`src/logic/sfc_regs.vh`:
```
// constants for the stacked flash host controller
`ifndef SFC_REGS_VH
`define SFC_REGS_VH
// ---------------------------------------------------------------
// register offsets (controller's own command port)
// ---------------------------------------------------------------
`define SFC_ADDR_CTRL      4'h0
`define SFC_ADDR_ADDR      4'h1
`define SFC_ADDR_WDATA     4'h2
`define SFC_ADDR_CMD       4'h3
`define SFC_ADDR_STATUS    4'h4
`define SFC_ADDR_RDATA     4'h5
`define SFC_ADDR_RDY_EVT   4'h6
// ---------------------------------------------------------------
// field positions
// ---------------------------------------------------------------
`define SFC_CTRL_WORD      0
`define SFC_CTRL_PROTECT   1
`define SFC_CMD_WRITE      0
`define SFC_CMD_READ       1
`define SFC_CMD_RESET      2
`define SFC_ST_BUSY        0
`define SFC_ST_PIN_LOW     1
`define SFC_ST_RECOVER     2
`define SFC_ST_DONE        3
// ---------------------------------------------------------------
// reset values
// ---------------------------------------------------------------
`define SFC_CTRL_RST       2'h0
// ---------------------------------------------------------------
// timing, in ns and derived 50 MHz cycles
// ---------------------------------------------------------------
`define SFC_CLK_PERIOD_NS  20
`define SFC_RST_PULSE_NS   10000
`define SFC_RST_RECOV_NS   50000
`define SFC_ACCESS_NS      110
`define SFC_SETUP_NS       70
`define SFC_CEIL_CYC(ns)   (((ns) + `SFC_CLK_PERIOD_NS - 1) / `SFC_CLK_PERIOD_NS)
`endif

```
`src/logic/sfc_rdata_mem.v`:
```
// small register file holding the last word read from the flash
module sfc_rdata_mem #(
   parameter AW = 2,
   parameter DW = 16
) (
   input  wire          core_clk_in,
   input  wire          wr_en_in,
   input  wire [AW-1:0] wr_addr_in,
   input  wire [DW-1:0] wr_data_in,
   input  wire [AW-1:0] rd_addr_in,
   output reg  [DW-1:0] rd_data_out
);
   reg [DW-1:0] mem [0:(1<<AW)-1];

   always @(posedge core_clk_in) begin
      if (wr_en_in) begin
         mem[wr_addr_in] <= wr_data_in;
      end
      rd_data_out <= mem[rd_addr_in];
   end
endmodule // sfc_rdata_mem

```
`src/logic/sfc_host.v`:
```
// host controller driving the stacked flash pin interface
// What this block does
// - hold reset low for minimum pulse time
// - wait recovery time before first access
// - drive device reset from system reset
// - drive protect from the CTRL protect bit, low from reset
// - keep output enable high during writes
`include "sfc_regs.vh"
module sfc_host #(
   parameter AW          = 24,
   parameter DW          = 16,
   parameter RST_PULSE_CYC = `SFC_CEIL_CYC(`SFC_RST_PULSE_NS),
   parameter RST_RECOV_CYC = `SFC_CEIL_CYC(`SFC_RST_RECOV_NS)
) (
   input  wire          core_clk_in,
   input  wire          nrst_in,
   input  wire [3:0]    reg_addr_in,
   input  wire [31:0]   reg_wdata_in,
   input  wire          reg_wr_in,
   input  wire          reg_rd_in,
   output reg  [31:0]   reg_rdata_out,
   output reg  [AW-1:0] flash_addr_out,
   input  wire [DW-1:0] data_io_in,
   output reg  [DW-1:0] data_io_out,
   output reg           data_io_oe_out,
   output reg           chip_sel_n_out,
   output reg           out_en_n_out,
   output reg           wr_en_n_out,
   output reg           reset_powerdown_n_out,
   output reg           word_width_out,
   output reg           program_erase_protect_out,
   input  wire          pe_status_pin_in
);
   localparam ACC_CYC = `SFC_CEIL_CYC(`SFC_ACCESS_NS);
   localparam SET_CYC = `SFC_CEIL_CYC(`SFC_SETUP_NS);
   localparam CW      = 20;
   // ---------------------------------------------------------------
   // states
   // ---------------------------------------------------------------
   localparam S_IDLE  = 6'h01;
   localparam S_WR    = 6'h02;
   localparam S_RD    = 6'h04;
   localparam S_RST   = 6'h08;
   localparam S_RECOV = 6'h10;
   localparam S_HOLD  = 6'h20;

   function [CW-1:0] sfc_cyc;
      input integer n;
      begin
         sfc_cyc = n[CW-1:0];
      end
   endfunction

   reg [5:0]    state_r;
   reg [CW-1:0] cnt_r;
   reg [1:0]    ctrl_r;
   reg [AW-1:0] addr_r;
   reg [DW-1:0] wdata_r;
   reg          done_r;
   reg          pin_d_r;
   reg          rdy_evt_r;
   // capture at the edge that deselects: one cycle later the bus is already released
   wire         mem_we = (state_r == S_RD) && (cnt_r == sfc_cyc(ACC_CYC));
   wire [DW-1:0] mem_q;

   sfc_rdata_mem #(.AW(2), .DW(DW)) u_mem (
      .core_clk_in (core_clk_in),
      .wr_en_in    (mem_we),
      .wr_addr_in  (2'h0),
      .wr_data_in  (data_io_in),
      .rd_addr_in  (2'h0),
      .rd_data_out (mem_q)
   );

   wire cmd_go = reg_wr_in && (reg_addr_in == `SFC_ADDR_CMD);
   wire busy   = (state_r != S_IDLE);

   // ---------------------------------------------------------------
   // pin sequencer
   // ---------------------------------------------------------------
   always @(posedge core_clk_in) begin
      if (!nrst_in) begin
         // system reset also drives the device reset
         state_r                   <= S_RST;
         cnt_r                     <= {CW{1'b0}};
         ctrl_r                    <= `SFC_CTRL_RST;
         addr_r                    <= {AW{1'b0}};
         wdata_r                   <= {DW{1'b0}};
         done_r                    <= 1'b0;
         flash_addr_out            <= {AW{1'b0}};
         data_io_out               <= {DW{1'b0}};
         data_io_oe_out            <= 1'b0;
         chip_sel_n_out            <= 1'b1;
         out_en_n_out              <= 1'b1;
         wr_en_n_out               <= 1'b1;
         reset_powerdown_n_out     <= 1'b0;
         word_width_out            <= 1'b0;
         program_erase_protect_out <= 1'b0;
      end else begin
         word_width_out            <= ctrl_r[`SFC_CTRL_WORD];
         program_erase_protect_out <= ctrl_r[`SFC_CTRL_PROTECT];
         if (reg_wr_in && reg_addr_in == `SFC_ADDR_CTRL)
            ctrl_r <= reg_wdata_in[1:0];
         if (reg_wr_in && reg_addr_in == `SFC_ADDR_ADDR && !busy)
            addr_r <= reg_wdata_in[AW-1:0];
         if (reg_wr_in && reg_addr_in == `SFC_ADDR_WDATA && !busy)
            wdata_r <= reg_wdata_in[DW-1:0];
         case (state_r)
            S_IDLE: begin
               cnt_r <= {CW{1'b0}};
               if (cmd_go && reg_wdata_in[`SFC_CMD_RESET]) begin
                  state_r               <= S_RST;
                  reset_powerdown_n_out <= 1'b0;
               end else if (cmd_go && reg_wdata_in[`SFC_CMD_WRITE]) begin
                  done_r         <= 1'b0;
                  state_r        <= S_WR;
                  flash_addr_out <= addr_r;
                  data_io_out    <= wdata_r;
                  data_io_oe_out <= 1'b1;
                  out_en_n_out   <= 1'b1;
                  chip_sel_n_out <= 1'b0;
                  wr_en_n_out    <= 1'b0;
               end else if (cmd_go && reg_wdata_in[`SFC_CMD_READ]) begin
                  done_r         <= 1'b0;
                  state_r        <= S_RD;
                  flash_addr_out <= addr_r;
                  data_io_oe_out <= 1'b0;
                  chip_sel_n_out <= 1'b0;
                  out_en_n_out   <= 1'b0;
               end
            end
            S_WR: begin
               cnt_r <= cnt_r + 1'b1;
               if (cnt_r == sfc_cyc(SET_CYC - 1)) begin
                  // write enable rises first; address and data still held
                  wr_en_n_out <= 1'b1;
                  cnt_r       <= {CW{1'b0}};
                  state_r     <= S_HOLD;
               end
            end
            S_HOLD: begin
               // one cycle of hold before releasing select and data
               chip_sel_n_out <= 1'b1;
               data_io_oe_out <= 1'b0;
               done_r         <= 1'b1;
               state_r        <= S_IDLE;
            end
            S_RD: begin
               cnt_r <= cnt_r + 1'b1;
               if (cnt_r == sfc_cyc(ACC_CYC)) begin
                  chip_sel_n_out <= 1'b1;
                  out_en_n_out   <= 1'b1;
                  done_r         <= 1'b1;
                  cnt_r          <= {CW{1'b0}};
                  state_r        <= S_IDLE;
               end
            end
            S_RST: begin
               reset_powerdown_n_out <= 1'b0;
               chip_sel_n_out        <= 1'b1;
               out_en_n_out          <= 1'b1;
               wr_en_n_out           <= 1'b1;
               data_io_oe_out        <= 1'b0;
               cnt_r                 <= cnt_r + 1'b1;
               if (cnt_r == sfc_cyc(RST_PULSE_CYC - 1)) begin
                  reset_powerdown_n_out <= 1'b1;
                  cnt_r                 <= {CW{1'b0}};
                  state_r               <= S_RECOV;
               end
            end
            S_RECOV: begin
               // device comes back in array read; no access until recovered
               cnt_r <= cnt_r + 1'b1;
               if (cnt_r == sfc_cyc(RST_RECOV_CYC - 1)) begin
                  cnt_r   <= {CW{1'b0}};
                  state_r <= S_IDLE;
               end
            end
            default: begin
               state_r <= S_IDLE;
            end
         endcase
      end
   end

   // ---------------------------------------------------------------
   // status pin watcher: sticky event on a release or a pulse
   // ---------------------------------------------------------------
   wire evt_clr = reg_wr_in && (reg_addr_in == `SFC_ADDR_RDY_EVT) && reg_wdata_in[0];
   wire evt_set = pe_status_pin_in && !pin_d_r;

   always @(posedge core_clk_in) begin
      if (!nrst_in) begin
         pin_d_r   <= 1'b1;
         rdy_evt_r <= 1'b0;
      end else begin
         pin_d_r <= pe_status_pin_in;
         if (evt_set)
            rdy_evt_r <= 1'b1;
         else if (evt_clr)
            rdy_evt_r <= 1'b0;
      end
   end

   // ---------------------------------------------------------------
   // register read port
   // ---------------------------------------------------------------
   always @(posedge core_clk_in) begin
      if (!nrst_in) begin
         reg_rdata_out <= 32'h0000_0000;
      end else if (reg_rd_in) begin
         case (reg_addr_in)
            `SFC_ADDR_CTRL:    reg_rdata_out <= {30'h0, ctrl_r};
            `SFC_ADDR_ADDR:    reg_rdata_out <= {{(32-AW){1'b0}}, addr_r};
            `SFC_ADDR_WDATA:   reg_rdata_out <= {{(32-DW){1'b0}}, wdata_r};
            `SFC_ADDR_STATUS:  reg_rdata_out <= {28'h0, done_r,
                                                 state_r == S_RECOV,
                                                 ~pe_status_pin_in, busy};
            `SFC_ADDR_RDATA:   reg_rdata_out <= {{(32-DW){1'b0}}, mem_q};
            `SFC_ADDR_RDY_EVT: reg_rdata_out <= {31'h0, rdy_evt_r};
            default:           reg_rdata_out <= 32'h0000_0000;
         endcase
      end else begin
         reg_rdata_out <= 32'h0000_0000;
      end
   end
endmodule // sfc_host

```
`config.mk`:
```
export PLATFORM = sky130hd
export DESIGN_NAME = sfc_host
export DESIGN_NICKNAME = d
export VERILOG_FILES = /design/src/logic/sfc_rdata_mem.v /design/src/logic/sfc_host.v
export VERILOG_INCLUDE_DIRS = /design/src /design/src/logic
export SDC_FILE = /design/constraint.sdc
export NUM_CORES = 1
export LEC_CHECK = 0
export ABC_AREA = 1
export BUFFER_PORTS_ARGS = -buffer_cell sky130_fd_sc_hd__clkbuf_2
export CAP_MARGIN = 20
export CORE_ASPECT_RATIO = 2
export CORE_MARGIN = 10
export CORE_UTILIZATION = 52
export DETAILED_ROUTE_END_ITERATION = 10
export PLACE_DENSITY = 0.79
export SETUP_SLACK_MARGIN = 0.5
export SYNTH_ARGS = -nofsm -noshare
export SYNTH_HDL_FRONTEND = slang
export SYNTH_HIERARCHICAL = 1
export SYNTH_SLANG_ARGS = --single-unit
```
`constraint.sdc`:
```
create_clock -name core_clk_in -period 2.4 [get_ports core_clk_in]
set_input_delay 0.36 -clock core_clk_in [delete_from_list [all_inputs] [get_ports core_clk_in]]
set_output_delay 0.36 -clock core_clk_in [all_outputs]
set_load 0.02 [all_outputs]
```
# Word-level counts from Yosys, hierarchy flattened
# Memory sizes are Yosys's and may differ from the RTL's. A register that Yosys moved wholly into a read port is not among the register bits.
# Cells that the tools add are included.
# word_totals
mem_bits_rw,64
regBits,150
mem_count,1
in_bits,57
# mem_list
name,words,word_bits,read_ports,rd_clocked_by_memory_dff,wr,line,source
u_mem.mem,4,16,1,1,1,sfc_rdata_mem.v:13,reg [DW-1:0] mem [0:(1<<AW)-1];
# classes
n_bitwise,2
addsub,1
eq_ne,26
n_reduce_logical,36
n_mux,37
# ops
cell,n
$pmux W24 S6,1
$pmux W20 S5,1
$mux W20,4
$mux W24,2
$mux W6,7
$pmux W6 S5,1
$add A20 B1 Y20 const B,1
$eq A20 B12 Y1 const B,1
$eq A20 B2 Y1 const B,1
$eq A20 B3 Y1 const B,1
$eq A20 B9 Y1 const B,1
$reduce_and A4 Y1,4
$mux W1,15
$logic_and A1 B1 Y1,13
$eq A4 B3 Y1 const B,3
$ne A2 B2 Y1 const B,6
$pmux W1 S3,4
$reduce_bool A3 Y1,4
$reduce_and A3 Y1,3
$eq A4 B2 Y1 const B,2
$reduce_bool A2 Y1,4
$eq A6 B1 Y1 const B,1
$eq A6 B2 Y1 const B,1
$eq A6 B3 Y1 const B,1
other kinds (16),20

# Logic depth before layout (Yosys ltp)
# depth
word_depth,7
ltp_mapped,12

# Modules after synthesis
# The synthesis kept the hierarchy.
# modules_own_cells
module,cells_each,instances,seq_area_each_um2,area_each_um2
sfc_host,853,1,2842.7,6030.8
sfc_rdata_mem,275,1,2242.2,3079.2

# Worst setup path after synthesis
# No wires, ideal clock.
# synth_timing
kind,reg2reg
from,register cnt_r[0]
to,memory u_mem.mem[0][0] (enable)
setup_time_ns,0.409
setup_slack_ns,-0.133
required_time_ns,1.991
period_less_slack_ns,2.533
t_arrival_ns,2.123
path_stages_with_launch,9
n_path_buf,0
path_cell_list,dfxtp_1 inv_1 ha_1 nand3_1 nor3_1 nand2_1 nor2_1 inv_1 nor3_1
# synth_via
elab_chain_len,4
# synth_lines
item,line,source
start: declaration,sfc_host.v:55,reg [CW-1:0] cnt_r;
start signal: assignment,sfc_host.v:85,cnt_r <= {CW{1'b0}};
start signal: assignment,sfc_host.v:110,cnt_r <= {CW{1'b0}};
start signal: assignment,sfc_host.v:133,cnt_r <= cnt_r + 1'b1;
$eq A20 B3 Y1,sfc_host.v:63,wire mem_we = (state_r == S_RD) && (cnt_r == sfc_cyc(ACC_CYC));
$logic_and A1 B1 Y1,sfc_host.v:63,
via mem_we,sfc_host.v:63,
$mux W1,sfc_rdata_mem.v:16,if (wr_en_in) begin
$mux W1 (implied by the code),sfc_rdata_mem.v:17,mem[wr_addr_in] <= wr_data_in;
end: declaration,sfc_rdata_mem.v:13,
# The timed path passes the listed nets, and every way through them passes these cells.

# Worst setup path after layout
# layout_timing
from,register cnt_r[17]
to,memory u_mem.mem[0][4] (enable)
# The elaborated chain is that of the path after synthesis.

==> flow_metrics.tcl <==
set metrics [dict create \
    status "complete, but fails checks" \
    failed_checks "slew limit" \
    synth_edf_count 64 \
    yosys_warnings 6 \
    ys_seq_area_frac 0.558 \
    fin_crit_ns 1.86 \
    ant_nets 0 \
    synthAdderAreaFrac 0.00275 \
    fin_tns_setup_ns 0 \
    cts-root-buf "clkbuf_16" \
    num_io_pins 136 \
    cp_slowest_cell "dfxtp_1" \
    regArea_um2 5090 \
    synth.cell_area_um2 9110 \
    drc 0 \
    avgSynthCellArea_um2 8.08 \
    grtUsageMet2 0.344 \
    critPathTopFamily "simple AND/OR/NAND/NOR gates" \
    worst_pin_slew_ns 2.54 \
    fin_worst_skew_ns 0.0246 \
    fp.dieW_um 114 \
    cap_violations 0 \
    vias 7616 \
    yosys.area_share.simple 0.240 \
    hold_path_class "input port to flop" \
    synth_xor_area_frac 0.00481 \
    synthArstFlopShare 0 \
    grt_setup_unrepaired "true" \
    layout-drive-gt1-share 0.172 \
    clk_path_buf_depth 3 \
    synth_top_family_by_area "simple AND/OR/NAND/NOR gates" \
    period_share 0.774 \
    core_area_um2 17300 \
    drtPass1Iterations 5 \
    initial_core_util 0.527 \
    placed_cell_area_um2 9860 \
    power_density_nw_per_um2 777 \
    viasPerCell 5.14 \
    cp_data_required_time_ns 2.61 \
    grt_util_met3 0.0295 \
    synth-compound-area-share 0.0963 \
    die-area_um2 23500 \
    crit_path_cell_trace "nor2_1 -> nand2_2 -> nor3_2 -> nand2_1 -> nor2_2 -> inv_2 -> nor3_4 -> buf_12 -> buf_12" \
    grt_max_degree 67 \
    dieHeight_um 207 \
    setup_violations 0 \
    clock_sinks 222 \
    ys_ff_latch 222 \
    syn_inst 1128 \
    grtUsageTotal 0.192 \
    ys.flop_type "dfxtp_1" \
    finalHoldViolCount 0 \
    path_clk_slew_ns 0.06 \
    worstPathArrival_ns 2.07 \
    final_common_cell "nand2_1" \
    grtUsageMet1 0.210 \
    antenna_found_initial 1 \
    crit_type "flop to flop" \
    cts_tree "built" \
    portBuffers 119 \
    layout_common_cells "nand2_1 (232), nor2_1 (177), dfxtp_1 (154)" \
    grt_pass1_vias 7409 \
    fin_area_um2 10700 \
    worst_ir_drop_vdd_mv 0.845 \
    grt_pass1_wl_mm 37.1 \
    worst-path-buf-inv 3 \
    cts-buffers-inserted 20 \
    relSlewSlack -0.704 \
    clock_latency_ns 0.51 \
    drt_iter0_drc 368 \
    hpwl_mm 16.5 \
    cp_max_fo 8 \
    grt_overflow 0 \
    endpoint_kind "flop" \
    routed_wl_mm 23.3 \
    fin_nets 1318 \
    synth.distinct_cells 39 \
    slew_viol_final 51 \
    p_leak_nw 4.84 \
    area_delta_synth_final_pct 17.3 \
    post_drt_wl_per_cell_um 15.7 \
    htree_num_levels 1 \
    gp_congestion 0.937 \
    cpMostUsedCell "buf_12" \
    top_usage_layer "met2" \
    fmax_ghz 0.539 \
    critPathMaxStageDelay_ns 0.35 \
    nFillCells 1534 \
    synth.area.mux_share 0 \
    multiInputGateArea_um2 3270 \
    startpoint_type "flop" \
    rows 68 \
]
-- layout make-up --
class,instances,share of cell area
clock buffers,29,0.0537
inverters,154,0.0550
well taps,210,0.0246
flip-flops and latches,222,0.476
clock inverters,6,0.00386
repair buffers,146,0.0799
multi-input cells,715,0.306
diodes,1,0.000234
-- routing by layer --
metal | wire length, um | up-vias
met2 | 12400 | 240
met5 | 0 | -
met3 | 1390 | 65
met4 | 1120 | 0
met1 | 8340 | 3501
li1 | - | 3810
-- report_power, final --
| group | internal, W | switching (W) | total (W) |
|---|---|---|---|
| clock network | 0.00167 | 0.00135 | 0.00302 |
| registers | 0.00395 | 0.0000787 | 0.00403 |
| logic | 0.000428 | 0.000825 | 0.00125 |
-- kinds of logic (layout without fill, tap and decap cells) --
kind of cell,Yosys count,count (layout)
and+or+nand+nor,529,529
DFF,222,222
other,1,17
buffers and inverters,206,335
adders and majority gates,2,2
xor gates and xnor gates,5,5
AOI/OAI and AO/OA,163,163
-- Yosys cell counts (2+ instances only) --
cell type,instances,area share
nand2_1,237,0.098
nor2_1,183,0.075
dfxtp_1,158,0.35
inv_1,149,0.061
o21ai_0,97,0.053
nand3_1,76,0.042
edfxtp_1,64,0.21
a21oi_1,44,0.024
clkbuf_1,24,0.0099
buf_4,14,0.012
nor3_1,11,0.0060
o211ai_1,9,0.0074
buf_2,7,0.0038
buf_6,7,0.0087
nand4_1,7,0.0048
xor2_1,5,0.0048
nor2_2,4,0.0027
o21bai_1,4,0.0033
inv_2,3,0.0012
a31o_2,2,0.0019
a41oi_1,2,0.0019
ha_1,2,0.0027
nand2_2,2,0.0014
nor2_4,2,0.0025
-- registers in the layout (all words and copies together) (netlist names), 6 cells and up --
register           count
data_io_out           16
flash_addr_out        24
addr_r                24
cnt_r                 20
state_r                6
reg_rdata_out         24
wdata_r               16
u_mem/mem             64
u_mem/rd_data_out     16
-- worst reg2reg max path, stage by stage, from the launching register on --
cell and delay, ns:
dfxtp_1 0.35, nor2_1 0.14, nand2_2 0.11, nor3_2 0.18
nand2_1 0.08, nor2_2 0.16, inv_2 0.09, nor3_4 0.20
buf_12 0.14, buf_12 0.13
-- final timing paths --
kind	cells past startpoint	start	end	slack, ns
worst min-delay path	1	data_io_in[6]	u_mem/mem[1][6]	0.06
worst min register to register	2	addr_r[20]	reg_rdata_out[20]	0.45
worst max register to register	9	cnt_r[17]	u_mem/mem[0][4]	0.54
worst max-delay path	9	cnt_r[17]	u_mem/mem[0][4]	0.54
-- repair_timing --
action,4_1_cts,5_1_grt
gates resized for setup,2,31
endpoints found under the setup margin,22,115
pin swaps,2,7
hold buffers,0,0
buffers inserted,3,7
gates cloned,0,1
-- per-stage QoR --
stage | std cells | total power [W] | worst slack (ns) | hold slack (ns) | utilization
final | 1483 | 0.00830 | 0.543 | 0.0634 | 0.619
after floorplan | 1143 | 0.00486 | 0.578 | 0.417 | -
after global placement | 1436 | 0.00516 | 0.428 | 0.441 | 0.571
after global routing | 1483 | 0.00866 | 0.445 | 0.0532 | 0.619
after detailed placement | 1436 | 0.00518 | 0.381 | 0.446 | 0.571
after CTS | 1474 | 0.00823 | 0.506 | 0.0529 | 0.608
No activity file was read; power rests on OpenSTA's default activity.
